[config.mk]
export PLATFORM = sky130hd
export DESIGN_NAME = rmw_and_branch_decoder
export DESIGN_NICKNAME = d
export VERILOG_FILES = /design/src/rmw_branch_pkg.sv /design/src/branch_condition.sv /design/src/rmw_and_branch_decoder.sv
export SDC_FILE = /design/constraint.sdc
export NUM_CORES = 1
export LEC_CHECK = 0
export BUFFER_PORTS_ARGS = -buffer_cell sky130_fd_sc_hd__buf_2
export CORE_MARGIN = 3
export CORE_UTILIZATION = 47
export DETAILED_ROUTE_END_ITERATION = 10
export PLACE_DENSITY = 0.73
export SLEW_MARGIN = 0
export SYNTH_ARGS = -nofsm -noshare
export SYNTH_HDL_FRONTEND = slang
export SYNTH_SLANG_ARGS = --single-unit
export TNS_END_PERCENT = 10
[constraint.sdc]
create_clock -name ref_clk -period 3 [get_ports ref_clk]
set_input_delay 0.15 -clock ref_clk [delete_from_list [all_inputs] [get_ports ref_clk]]
set_output_delay 0.15 -clock ref_clk [all_outputs]
set_load 0.01 [all_outputs]
[src/rmw_branch_pkg.sv]
// Constants and types for the read-modify-write and relative-branch decoder
// Notes on behaviour
// - The opcode high nibble picks the form (4 accumulator, 5 index, 3 direct, 7 indexed, 6 indexed plus offset) and the low nibble picks negate, invert, shifts, decrement, increment or clear.
// - Low nibble D in every such form is the sign-and-zero test, with the same form selection.
// - Low nibble 9 rotates left and 6 rotates right through carry, carry filling the empty bit and taking the bit shifted out.
// - Accumulator and index forms are 1 byte and 4 cycles, direct 2 and 6, indexed 1 and 6, indexed with offset 2 and 7.
// - Opcode 24 branches on carry clear, and every branch from 20 to 2F is 2 bytes and 4 cycles, taken or not.
// - The unsigned above-or-same and below branches are the same codes as carry clear (24) and carry set (25).
// - Opcode 25 branches on carry set, 2A on negative clear and 2B on negative set.
// - Opcode 22 branches when carry and zero are both clear, 23 when either is set.
// - Opcode 26 branches on zero clear and 27 on zero set.
// - Opcode 28 branches on half carry clear and 29 on half carry set.
// - Opcode 2C branches on interrupt mask clear and 2D on mask set.
// - Opcode 2E branches on the interrupt line low and 2F on it high, using the synchronised line level, not the raw pin.
// - The test operation reads its operand and sets negative and zero but writes nothing back.
// - Every other read-modify-write operation writes its result back to where it read it.
package rmw_branch_pkg;

  // ==========================================================================
  // Opcode fields
  localparam logic [3:0] MODE_ACC     = 4'h4;
  localparam logic [3:0] MODE_IDXREG  = 4'h5;
  localparam logic [3:0] MODE_DIRECT  = 4'h3;
  localparam logic [3:0] MODE_IDX0    = 4'h7;
  localparam logic [3:0] MODE_IDX8    = 4'h6;
  localparam logic [3:0] BRANCH_GROUP = 4'h2;

  localparam logic [3:0] LO_NEGATE  = 4'h0;
  localparam logic [3:0] LO_INVERT  = 4'h3;
  localparam logic [3:0] LO_LSR     = 4'h4;
  localparam logic [3:0] LO_ROR     = 4'h6;
  localparam logic [3:0] LO_ASR     = 4'h7;
  localparam logic [3:0] LO_LSL     = 4'h8;
  localparam logic [3:0] LO_ROL     = 4'h9;
  localparam logic [3:0] LO_DEC     = 4'hA;
  localparam logic [3:0] LO_INC     = 4'hC;
  localparam logic [3:0] LO_TEST    = 4'hD;
  localparam logic [3:0] LO_ZERO    = 4'hF;

  // Branch conditions (low nibble of 2x)
  localparam logic [3:0] BR_ALWAYS    = 4'h0;
  localparam logic [3:0] BR_NEVER     = 4'h1;
  localparam logic [3:0] BR_ABOVE     = 4'h2;
  localparam logic [3:0] BR_BELOW_EQ  = 4'h3;
  localparam logic [3:0] BR_CARRY_CLR = 4'h4;
  localparam logic [3:0] BR_CARRY_SET = 4'h5;
  localparam logic [3:0] BR_NE        = 4'h6;
  localparam logic [3:0] BR_EQ        = 4'h7;
  localparam logic [3:0] BR_HC_CLR    = 4'h8;
  localparam logic [3:0] BR_HC_SET    = 4'h9;
  localparam logic [3:0] BR_PLUS      = 4'hA;
  localparam logic [3:0] BR_MINUS     = 4'hB;
  localparam logic [3:0] BR_MASK_CLR  = 4'hC;
  localparam logic [3:0] BR_MASK_SET  = 4'hD;
  localparam logic [3:0] BR_LINE_LOW  = 4'hE;
  localparam logic [3:0] BR_LINE_HIGH = 4'hF;

  // ==========================================================================
  // Lengths and cycle counts
  localparam logic [1:0] LEN_1      = 2'h1;
  localparam logic [1:0] LEN_2      = 2'h2;
  localparam logic [3:0] CYC_REG    = 4'h4;
  localparam logic [3:0] CYC_DIRECT = 4'h6;
  localparam logic [3:0] CYC_IDX0   = 4'h6;
  localparam logic [3:0] CYC_IDX8   = 4'h7;
  localparam logic [3:0] CYC_BRANCH = 4'h4;

  // ==========================================================================
  // Decoded kinds
  typedef enum logic [3:0] {
    op_none                = 4'h0,
    op_increment           = 4'h1,
    op_decrement           = 4'h2,
    op_zero_fill           = 4'h3,
    op_ones_invert         = 4'h4,
    op_twos_negate         = 4'h5,
    op_rotate_left_carry   = 4'h6,
    op_rotate_right_carry  = 4'h7,
    op_shift_left          = 4'h8,
    op_logical_shift_right = 4'h9,
    op_arith_shift_right   = 4'hA,
    op_sign_zero_test      = 4'hB
  } rmw_op_e;

  typedef enum logic [2:0] {
    mode_none    = 3'h0,
    mode_acc     = 3'h1,
    mode_idxreg  = 3'h2,
    mode_direct  = 3'h3,
    mode_idx0    = 3'h4,
    mode_idx8    = 3'h5,
    mode_rel     = 3'h6
  } addr_mode_e;

endpackage : rmw_branch_pkg

[src/branch_condition.sv]
// Branch condition evaluator for the 2x opcode row
`timescale 1ns/1ps
`default_nettype none
module branch_condition (
  input  wire logic [3:0] cond,
  input  wire logic       flag_h,
  input  wire logic       flag_i,
  input  wire logic       flag_n,
  input  wire logic       flag_z,
  input  wire logic       flag_c,
  input  wire logic       irq_line,
  output logic            take
);

  // ==========================================================================
  // Condition select
  always_comb
  begin
    case (cond)
      rmw_branch_pkg::BR_ALWAYS:    take = 1'b1;
      rmw_branch_pkg::BR_NEVER:     take = 1'b0;
      rmw_branch_pkg::BR_ABOVE:     take = ~(flag_c | flag_z);
      rmw_branch_pkg::BR_BELOW_EQ:  take = flag_c | flag_z;
      rmw_branch_pkg::BR_CARRY_CLR: take = ~flag_c;
      rmw_branch_pkg::BR_CARRY_SET: take = flag_c;
      rmw_branch_pkg::BR_NE:        take = ~flag_z;
      rmw_branch_pkg::BR_EQ:        take = flag_z;
      rmw_branch_pkg::BR_HC_CLR:    take = ~flag_h;
      rmw_branch_pkg::BR_HC_SET:    take = flag_h;
      rmw_branch_pkg::BR_PLUS:      take = ~flag_n;
      rmw_branch_pkg::BR_MINUS:     take = flag_n;
      rmw_branch_pkg::BR_MASK_CLR:  take = ~flag_i;
      rmw_branch_pkg::BR_MASK_SET:  take = flag_i;
      rmw_branch_pkg::BR_LINE_LOW:  take = ~irq_line;
      rmw_branch_pkg::BR_LINE_HIGH: take = irq_line;
      default:                      take = 1'b0;
    endcase
  end

endmodule : branch_condition
`default_nettype wire

[src/rmw_and_branch_decoder.sv]
// Registered decoder and operand path for read-modify-write and branch opcodes
`timescale 1ns/1ps
`default_nettype none
module rmw_and_branch_decoder (
  input  wire logic        ref_clk,
  input  wire logic        sys_rst,
  input  wire logic        dec_valid,
  input  wire logic [7:0]  opcode,
  input  wire logic [7:0]  operand,
  input  wire logic [7:0]  rel_offset,
  input  wire logic [15:0] next_pc_in,
  input  wire logic        flag_h,
  input  wire logic        flag_i,
  input  wire logic        flag_n,
  input  wire logic        flag_z,
  input  wire logic        flag_c,
  input  wire logic        irq_pin,
  output logic             out_valid,
  output logic             is_rmw,
  output logic             is_branch,
  output logic [3:0]       op_kind,
  output logic [2:0]       addr_mode,
  output logic [1:0]       inst_bytes,
  output logic [3:0]       inst_cycles,
  output logic [7:0]       result,
  output logic             write_back,
  output logic             new_n,
  output logic             new_z,
  output logic             new_c,
  output logic             c_changed,
  output logic             branch_taken,
  output logic [15:0]      target_pc
);

  // ==========================================================================
  // Interrupt pin synchroniser, three stages
  logic [2:0] irq_sync;
  logic       irq_level;
  logic [2:0] next_irq_sync;
  logic       next_irq_level;

  // Pin is asynchronous, so the level moves only when stages two and three agree
  always_comb
  begin
    next_irq_sync  = {irq_sync[1:0], irq_pin};
    next_irq_level = (irq_sync[1] == irq_sync[2]) ? irq_sync[2] : irq_level;
  end

  // Register the stages; reset leaves the level low
  always_ff @(posedge ref_clk or posedge sys_rst)
  begin
    if (sys_rst)
    begin
      irq_sync  <= 3'h0;
      irq_level <= 1'b0;
    end
    else
    begin
      irq_sync  <= next_irq_sync;
      irq_level <= next_irq_level;
    end
  end

  // ==========================================================================
  // Shared helpers
  // Low nibble to operation
  function automatic rmw_branch_pkg::rmw_op_e lo_to_op(input logic [3:0] lo);
    case (lo)
      rmw_branch_pkg::LO_NEGATE: lo_to_op = rmw_branch_pkg::op_twos_negate;
      rmw_branch_pkg::LO_INVERT: lo_to_op = rmw_branch_pkg::op_ones_invert;
      rmw_branch_pkg::LO_LSR:    lo_to_op = rmw_branch_pkg::op_logical_shift_right;
      rmw_branch_pkg::LO_ROR:    lo_to_op = rmw_branch_pkg::op_rotate_right_carry;
      rmw_branch_pkg::LO_ASR:    lo_to_op = rmw_branch_pkg::op_arith_shift_right;
      rmw_branch_pkg::LO_LSL:    lo_to_op = rmw_branch_pkg::op_shift_left;
      rmw_branch_pkg::LO_ROL:    lo_to_op = rmw_branch_pkg::op_rotate_left_carry;
      rmw_branch_pkg::LO_DEC:    lo_to_op = rmw_branch_pkg::op_decrement;
      rmw_branch_pkg::LO_INC:    lo_to_op = rmw_branch_pkg::op_increment;
      rmw_branch_pkg::LO_TEST:   lo_to_op = rmw_branch_pkg::op_sign_zero_test;
      rmw_branch_pkg::LO_ZERO:   lo_to_op = rmw_branch_pkg::op_zero_fill;
      default:                   lo_to_op = rmw_branch_pkg::op_none;
    endcase
  endfunction : lo_to_op

  // High nibble to addressing form
  // Row 2 is the relative branch group
  function automatic rmw_branch_pkg::addr_mode_e hi_to_mode(input logic [3:0] hi);
    case (hi)
      rmw_branch_pkg::MODE_ACC:     hi_to_mode = rmw_branch_pkg::mode_acc;
      rmw_branch_pkg::MODE_IDXREG:  hi_to_mode = rmw_branch_pkg::mode_idxreg;
      rmw_branch_pkg::MODE_DIRECT:  hi_to_mode = rmw_branch_pkg::mode_direct;
      rmw_branch_pkg::MODE_IDX0:    hi_to_mode = rmw_branch_pkg::mode_idx0;
      rmw_branch_pkg::MODE_IDX8:    hi_to_mode = rmw_branch_pkg::mode_idx8;
      rmw_branch_pkg::BRANCH_GROUP: hi_to_mode = rmw_branch_pkg::mode_rel;
      default:                      hi_to_mode = rmw_branch_pkg::mode_none;
    endcase
  endfunction : hi_to_mode

  // ==========================================================================
  // Branch condition
  logic cond_take;

  // Condition sees the synchronised line, not the raw pin
  branch_condition u_cond (
    .cond     (opcode[3:0]),
    .flag_h   (flag_h),
    .flag_i   (flag_i),
    .flag_n   (flag_n),
    .flag_z   (flag_z),
    .flag_c   (flag_c),
    .irq_line (irq_level),
    .take     (cond_take)
  );

  // ==========================================================================
  // Decode and execute next values
  rmw_branch_pkg::rmw_op_e    dec_op;
  rmw_branch_pkg::addr_mode_e dec_mode;
  logic                       dec_rmw;
  logic                       dec_branch;
  logic                       next_out_valid;
  logic                       next_is_rmw;
  logic                       next_is_branch;
  logic [3:0]                 next_op_kind;
  logic [2:0]                 next_addr_mode;
  logic [1:0]                 next_inst_bytes;
  logic [3:0]                 next_inst_cycles;
  logic [7:0]                 next_result;
  logic                       next_write_back;
  logic                       next_new_c;
  logic                       next_c_changed;
  logic                       next_branch_taken;
  logic [15:0]                next_target_pc;
  logic                       next_new_n;
  logic                       next_new_z;

  // Next value of every output
  always_comb
  begin
    dec_mode   = hi_to_mode(opcode[7:4]);
    dec_op     = lo_to_op(opcode[3:0]);
    dec_branch = dec_valid && (dec_mode == rmw_branch_pkg::mode_rel);
    dec_rmw    = dec_valid && (dec_mode != rmw_branch_pkg::mode_rel)
                 && (dec_mode != rmw_branch_pkg::mode_none)
                 && (dec_op != rmw_branch_pkg::op_none);
    next_out_valid    = dec_rmw || dec_branch;
    next_is_rmw       = dec_rmw;
    next_is_branch    = dec_branch;
    next_op_kind      = dec_rmw ? dec_op : rmw_branch_pkg::op_none;
    next_addr_mode    = next_out_valid ? dec_mode : rmw_branch_pkg::mode_none;
    next_inst_bytes   = 2'h0;
    next_inst_cycles  = 4'h0;
    next_result       = operand;
    next_new_c        = flag_c;
    next_c_changed    = 1'b0;
    next_write_back   = dec_rmw && (dec_op != rmw_branch_pkg::op_sign_zero_test);
    next_branch_taken = dec_branch && cond_take;
    next_target_pc    = next_pc_in;
    // Length and time per form
    case (next_addr_mode)
      rmw_branch_pkg::mode_acc,
      rmw_branch_pkg::mode_idxreg:
      begin
        next_inst_bytes  = rmw_branch_pkg::LEN_1;
        next_inst_cycles = rmw_branch_pkg::CYC_REG;
      end
      rmw_branch_pkg::mode_direct:
      begin
        next_inst_bytes  = rmw_branch_pkg::LEN_2;
        next_inst_cycles = rmw_branch_pkg::CYC_DIRECT;
      end
      rmw_branch_pkg::mode_idx0:
      begin
        next_inst_bytes  = rmw_branch_pkg::LEN_1;
        next_inst_cycles = rmw_branch_pkg::CYC_IDX0;
      end
      rmw_branch_pkg::mode_idx8:
      begin
        next_inst_bytes  = rmw_branch_pkg::LEN_2;
        next_inst_cycles = rmw_branch_pkg::CYC_IDX8;
      end
      rmw_branch_pkg::mode_rel:
      begin
        next_inst_bytes  = rmw_branch_pkg::LEN_2;
        next_inst_cycles = rmw_branch_pkg::CYC_BRANCH;
      end
      default:
      begin
        next_inst_bytes  = 2'h0;
        next_inst_cycles = 4'h0;
      end
    endcase
    // Operand modification
    case (next_op_kind)
      rmw_branch_pkg::op_increment:  next_result = operand + 8'h01;
      rmw_branch_pkg::op_decrement:  next_result = operand - 8'h01;
      rmw_branch_pkg::op_zero_fill:
      begin
        next_result    = 8'h00;
        next_new_c     = 1'b0;
        next_c_changed = 1'b1;
      end
      rmw_branch_pkg::op_ones_invert:
      begin
        next_result    = ~operand;
        next_new_c     = 1'b1;
        next_c_changed = 1'b1;
      end
      rmw_branch_pkg::op_twos_negate:
      begin
        next_result    = 8'h00 - operand;
        next_new_c     = (operand != 8'h00);
        next_c_changed = 1'b1;
      end
      rmw_branch_pkg::op_rotate_left_carry:
      begin
        next_result    = {operand[6:0], flag_c};
        next_new_c     = operand[7];
        next_c_changed = 1'b1;
      end
      rmw_branch_pkg::op_rotate_right_carry:
      begin
        next_result    = {flag_c, operand[7:1]};
        next_new_c     = operand[0];
        next_c_changed = 1'b1;
      end
      rmw_branch_pkg::op_shift_left:
      begin
        next_result    = {operand[6:0], 1'b0};
        next_new_c     = operand[7];
        next_c_changed = 1'b1;
      end
      rmw_branch_pkg::op_logical_shift_right:
      begin
        next_result    = {1'b0, operand[7:1]};
        next_new_c     = operand[0];
        next_c_changed = 1'b1;
      end
      rmw_branch_pkg::op_arith_shift_right:
      begin
        next_result    = {operand[7], operand[7:1]};
        next_new_c     = operand[0];
        next_c_changed = 1'b1;
      end
      rmw_branch_pkg::op_sign_zero_test: next_result = operand;
      default:                            next_result = operand;
    endcase
    // Relative target
    if (next_branch_taken)
    begin
      next_target_pc = next_pc_in + {{8{rel_offset[7]}}, rel_offset};
    end
    // Result flags, only meaningful for read-modify-write
    next_new_n = next_result[7];
    next_new_z = (next_result == 8'h00);
  end

  // ==========================================================================
  // Output registers
  // Every output is recomputed at each edge and stands one cycle
  always_ff @(posedge ref_clk or posedge sys_rst)
  begin
    if (sys_rst)
    begin
      out_valid    <= 1'b0;
      is_rmw       <= 1'b0;
      is_branch    <= 1'b0;
      op_kind      <= 4'h0;
      addr_mode    <= 3'h0;
      inst_bytes   <= 2'h0;
      inst_cycles  <= 4'h0;
      result       <= 8'h00;
      write_back   <= 1'b0;
      new_n        <= 1'b0;
      new_z        <= 1'b0;
      new_c        <= 1'b0;
      c_changed    <= 1'b0;
      branch_taken <= 1'b0;
      target_pc    <= 16'h0000;
    end
    else
    begin
      out_valid    <= next_out_valid;
      is_rmw       <= next_is_rmw;
      is_branch    <= next_is_branch;
      op_kind      <= next_op_kind;
      addr_mode    <= next_addr_mode;
      inst_bytes   <= next_inst_bytes;
      inst_cycles  <= next_inst_cycles;
      result       <= next_result;
      write_back   <= next_write_back;
      new_n        <= next_new_n;
      new_z        <= next_new_z;
      new_c        <= next_new_c;
      c_changed    <= next_c_changed;
      branch_taken <= next_branch_taken;
      target_pc    <= next_target_pc;
    end
  end

endmodule : rmw_and_branch_decoder
`default_nettype wire

==> flow_summary.toml <==
[outcome]
status = "completed"

[global_routing]
first_global_vias = 3249
track_usage_pct = 20.62
grt-ovfl-total = 0
antenna_found_initial = 0
grt_start_max_net_pins = 49
global_route_wire_length_before_repair_mm = 14.70

[sta]
finalSetupViolations = 0
final.hold.worst_slack_ps = 48.95
finalClockSkew_ps = 7.304
drv_slew = 0
worst_pin_slew_ps = 957.9
timing.final.ws_setup_ps = 129.2
final.setup.tns_ps = 0
timing_hold_violations_final = 0
timing.final.crit_period_ps = 2871
max_freq_mhz = 348.3
finalCritPeriodShare_pct = 95.69
slew_headroom_pct = 36.05

[routing]
routed-wl-met2_mm = 4.358
drt_pass1_iterations = 5
sum_of_routed_wire_length_over_all_layers_mm = 8.734
dr.first_iter.drc_count = 144
wl_per_cell_um = 14.46
remaining_drc_errors = 0
wl_met1_mm = 3.711
drt.antenna.violating_nets = 0
uppermost_metal_layer_occupied_by_signal_nets = "met4"
routed-via-count = 3335
drt-vias-per-instance = 5.522
wl_met3_um = 509

[floorplan]
chipHeight_um = 92.95
floorplan.rows = 31
fp.coreArea_um2 = 7292
fp.dieW_um = 92.95
ports = 95
die-area_um2 = 8640
start_util_pct = 48.73

[place]
dpl-instance-area_um2 = 4437
hpwl_reported_at_the_end_of_detailed_placement_mm = 6.899
total_of_buffers_placed_on_input_and_output_ports = 93
gp_congestion = 0.9268
placed_cells_incl_taps = 595
place_worst_setup_slack_ps = -171.7

[final_layout]
fin_cells = 604
design_area_um2 = 4613
finalCoreUtilization_pct = 63.26
antenna_cells_inserted = 0
layout.nets = 587
regArea_um2 = 1201
multi_input_area_um2 = 2350
fill_cells = 654
drive_gt1_share_pct = 36.24
flow.area_growth_from_synthesis_pct = 29.82

[clock_network]
cts-root-to-sink-buffers = 2
cts.reportedPaths.clkPinSlew_ps = 80
h-tree-depth = 2
cts-buffers-inserted = 5
tritoncts = "done"
clock_tree.root_cell = "sky130_fd_sc_hd__clkbuf_8"
clkSinkCount = 48
clock_insertion_delay_worst_skew_ps = 290

[synthesis]
seq_area_frac_synth_pct = 33.80
ys_types = 61
synthAdderAreaFrac_pct = 12.32
synth-compound-area-share_pct = 18.24
synthesis.nets = 461
number_of_warning_messages_in_the_yosys_log = 0
post_synth_and_or_nand_nor_area_fraction_pct = 17.01
synth-seq-cells = 48
synth-edff-count = 0
async_reset_ff_share_pct = 100.0
synthesis.area_per_instance_um2 = 9.376
syn-cell-area_um2 = 3553
synth_xor_area_share_pct = 6.901
ys.flop_type = "sky130_fd_sc_hd__dfrtp_1"
synth.mux.area_fraction_pct = 6.937
postSynthCellCount = 379
dominant_combinational_cell_family_by_area_after_synthesis = "compound AO/OA/AOI/OAI gates"

[critical_path]
cp_class = "in2reg"
arrival_ps = 3100
worst_setup_path_start_kind = "primary input"
path_max_fanout = 7
worst_ep_required_time_ps = 3230
timing.critical_path.to_type = "flip-flop"

[power_and_ir_drop]
power.ir.vdd_worst_uv = 152.4
design_power_total_mw = 1.600
cellPowerDensity_nw_per_um2 = 346.7
leakagePower_nw = 2.213

[min_path]
worst_hold_path_type = "in2reg"

[job]
maxCapViolCount = 0
-- layout make-up --
type / instances / area share [%]
Inverter: 24 / 2.061
Clock buffer: 6 / 1.573
Timing Repair Buffer: 131 / 16.60
Tap cell: 99 / 2.685
Sequential cell: 48 / 26.04
Multi-Input combinational cell: 295 / 50.94
Clock inverter: 1 / 0.1085
-- logic make-up (layout without fill, tap and decap cells) --
kind of cell,count (synthesis),after routing
flops,48,48
mux,21,21
simple gates,118,118
xor+xnor,28,28
compound gates,93,93
fa+ha+maj,34,34
buf+inv,36,162
other cells,1,1
-- what timing repair did --
item	4_1_cts	5_1_grt
setup buffers	0	1
setup endpoints to repair	0	1
hold endpoints to repair	1	0
resized for setup	0	14
hold buffers	1	0
-- synth_stat cells (5+ instances only) --
cell type	n	share of area, %
sky130_fd_sc_hd__a21o_1	7	1.5
sky130_fd_sc_hd__clkbuf_1	6	0.63
sky130_fd_sc_hd__ha_1	31	11
sky130_fd_sc_hd__nand4_1	5	0.88
sky130_fd_sc_hd__nand2b_1	5	0.88
sky130_fd_sc_hd__xnor2_1	19	4.7
sky130_fd_sc_hd__o21ai_0	15	2.1
sky130_fd_sc_hd__nand3_1	10	1.4
sky130_fd_sc_hd__nor3_1	21	3.0
sky130_fd_sc_hd__xor2_1	9	2.2
sky130_fd_sc_hd__mux2_2	15	4.8
sky130_fd_sc_hd__a31oi_1	8	1.4
sky130_fd_sc_hd__inv_1	24	2.5
sky130_fd_sc_hd__a21oi_1	21	3.0
sky130_fd_sc_hd__dfrtp_1	48	34
sky130_fd_sc_hd__nand2_1	21	2.2
sky130_fd_sc_hd__nor2_1	29	3.1
-- layer usage --
metal  vias up  track usage (%)
met4         0            6.838
met1      1567            26.96
met5         -                0
met3        14            2.762
met2       124            35.09
li1       1630                -
-- critical path, cell delays in order --
cell and delay [ps]:
sky130_fd_sc_hd__buf_2 130, sky130_fd_sc_hd__buf_4 140, sky130_fd_sc_hd__mux2_4 280, sky130_fd_sc_hd__a22o_1 260
sky130_fd_sc_hd__nand3_2 110, sky130_fd_sc_hd__clkinv_4 120, sky130_fd_sc_hd__ha_4 330, sky130_fd_sc_hd__nand3_4 90
sky130_fd_sc_hd__a21oi_4 140, sky130_fd_sc_hd__a211oi_1 60, sky130_fd_sc_hd__or3_1 390, sky130_fd_sc_hd__xor2_2 190
sky130_fd_sc_hd__a21o_1 150, sky130_fd_sc_hd__a221o_1 330, sky130_fd_sc_hd__and4bb_1 240
-- power by group --
| group | internal [mW] | switching [mW] | leakage [nW] | total (mW) |
|---|---|---|---|---|
| Clock | 0.159 | 0.197 | 0.0410 | 0.355 |
| Sequential | 0.686 | 0.0104 | 0.598 | 0.696 |
| Combinational | 0.252 | 0.295 | 1.57 | 0.548 |
-- worst paths after layout --
kind | startpoint | end | slack, ps | depth (start not counted)
min reg2reg | irq_sync[0] | irq_sync[1] | 360 | 0
max in group asynchronous | sys_rst | target_pc[4] | 2340 | 2
max reg2reg | irq_level | target_pc[13] | 690 | 7
max | opcode[1] | new_z | 130 | 15
min | next_pc_in[15] | target_pc[15] | 50 | 2
min in group asynchronous | sys_rst | target_pc[10] | 70 | 2
-- registers in the layout, indices dropped and copies added, names as in the netlist --
name,cells
c_changed,1
irq_sync,3
branch_taken,1
is_rmw,1
inst_bytes,2
addr_mode,3
is_branch,1
target_pc,16
result,7
op_kind,4
new_z,1
inst_cycles,3
new_n,1
out_valid,1
write_back,1
new_c,1
irq_level,1
-- layout by cell type (no fill, tap or decap), types with 3 or more instances in the layout --
cell / netlist / layout
sky130_fd_sc_hd__clkbuf_8: 0 / 5
sky130_fd_sc_hd__mux2_2: 15 / 15
sky130_fd_sc_hd__nand2_1: 21 / 21
sky130_fd_sc_hd__nor3_1: 21 / 20
sky130_fd_sc_hd__inv_1: 24 / 20
sky130_fd_sc_hd__xor2_1: 9 / 8
sky130_fd_sc_hd__a31oi_1: 8 / 8
sky130_fd_sc_hd__inv_2: 0 / 3
sky130_fd_sc_hd__nor4b_1: 3 / 3
sky130_fd_sc_hd__buf_4: 2 / 36
sky130_fd_sc_hd__o21ai_0: 15 / 15
sky130_fd_sc_hd__a211oi_1: 4 / 4
sky130_fd_sc_hd__buf_2: 1 / 93
sky130_fd_sc_hd__nand3_1: 10 / 8
sky130_fd_sc_hd__nor2_2: 1 / 3
sky130_fd_sc_hd__ha_1: 31 / 25
sky130_fd_sc_hd__o31a_1: 3 / 3
sky130_fd_sc_hd__nor4_1: 3 / 3
sky130_fd_sc_hd__a21o_1: 7 / 7
sky130_fd_sc_hd__nand4_1: 5 / 5
sky130_fd_sc_hd__xnor2_1: 19 / 18
sky130_fd_sc_hd__ha_4: 0 / 6
sky130_fd_sc_hd__nand2b_1: 5 / 5
sky130_fd_sc_hd__o21a_1: 4 / 4
sky130_fd_sc_hd__nor2b_1: 4 / 3
sky130_fd_sc_hd__dfrtp_1: 48 / 48
sky130_fd_sc_hd__nor2_1: 29 / 27
sky130_fd_sc_hd__o211ai_1: 3 / 3
sky130_fd_sc_hd__a21oi_1: 21 / 19
sky130_fd_sc_hd__a22oi_1: 4 / 4
sky130_fd_sc_hd__mux2i_1: 4 / 4
sky130_fd_sc_hd__a222oi_1: 4 / 4
(Power assumes the default switching activity.)
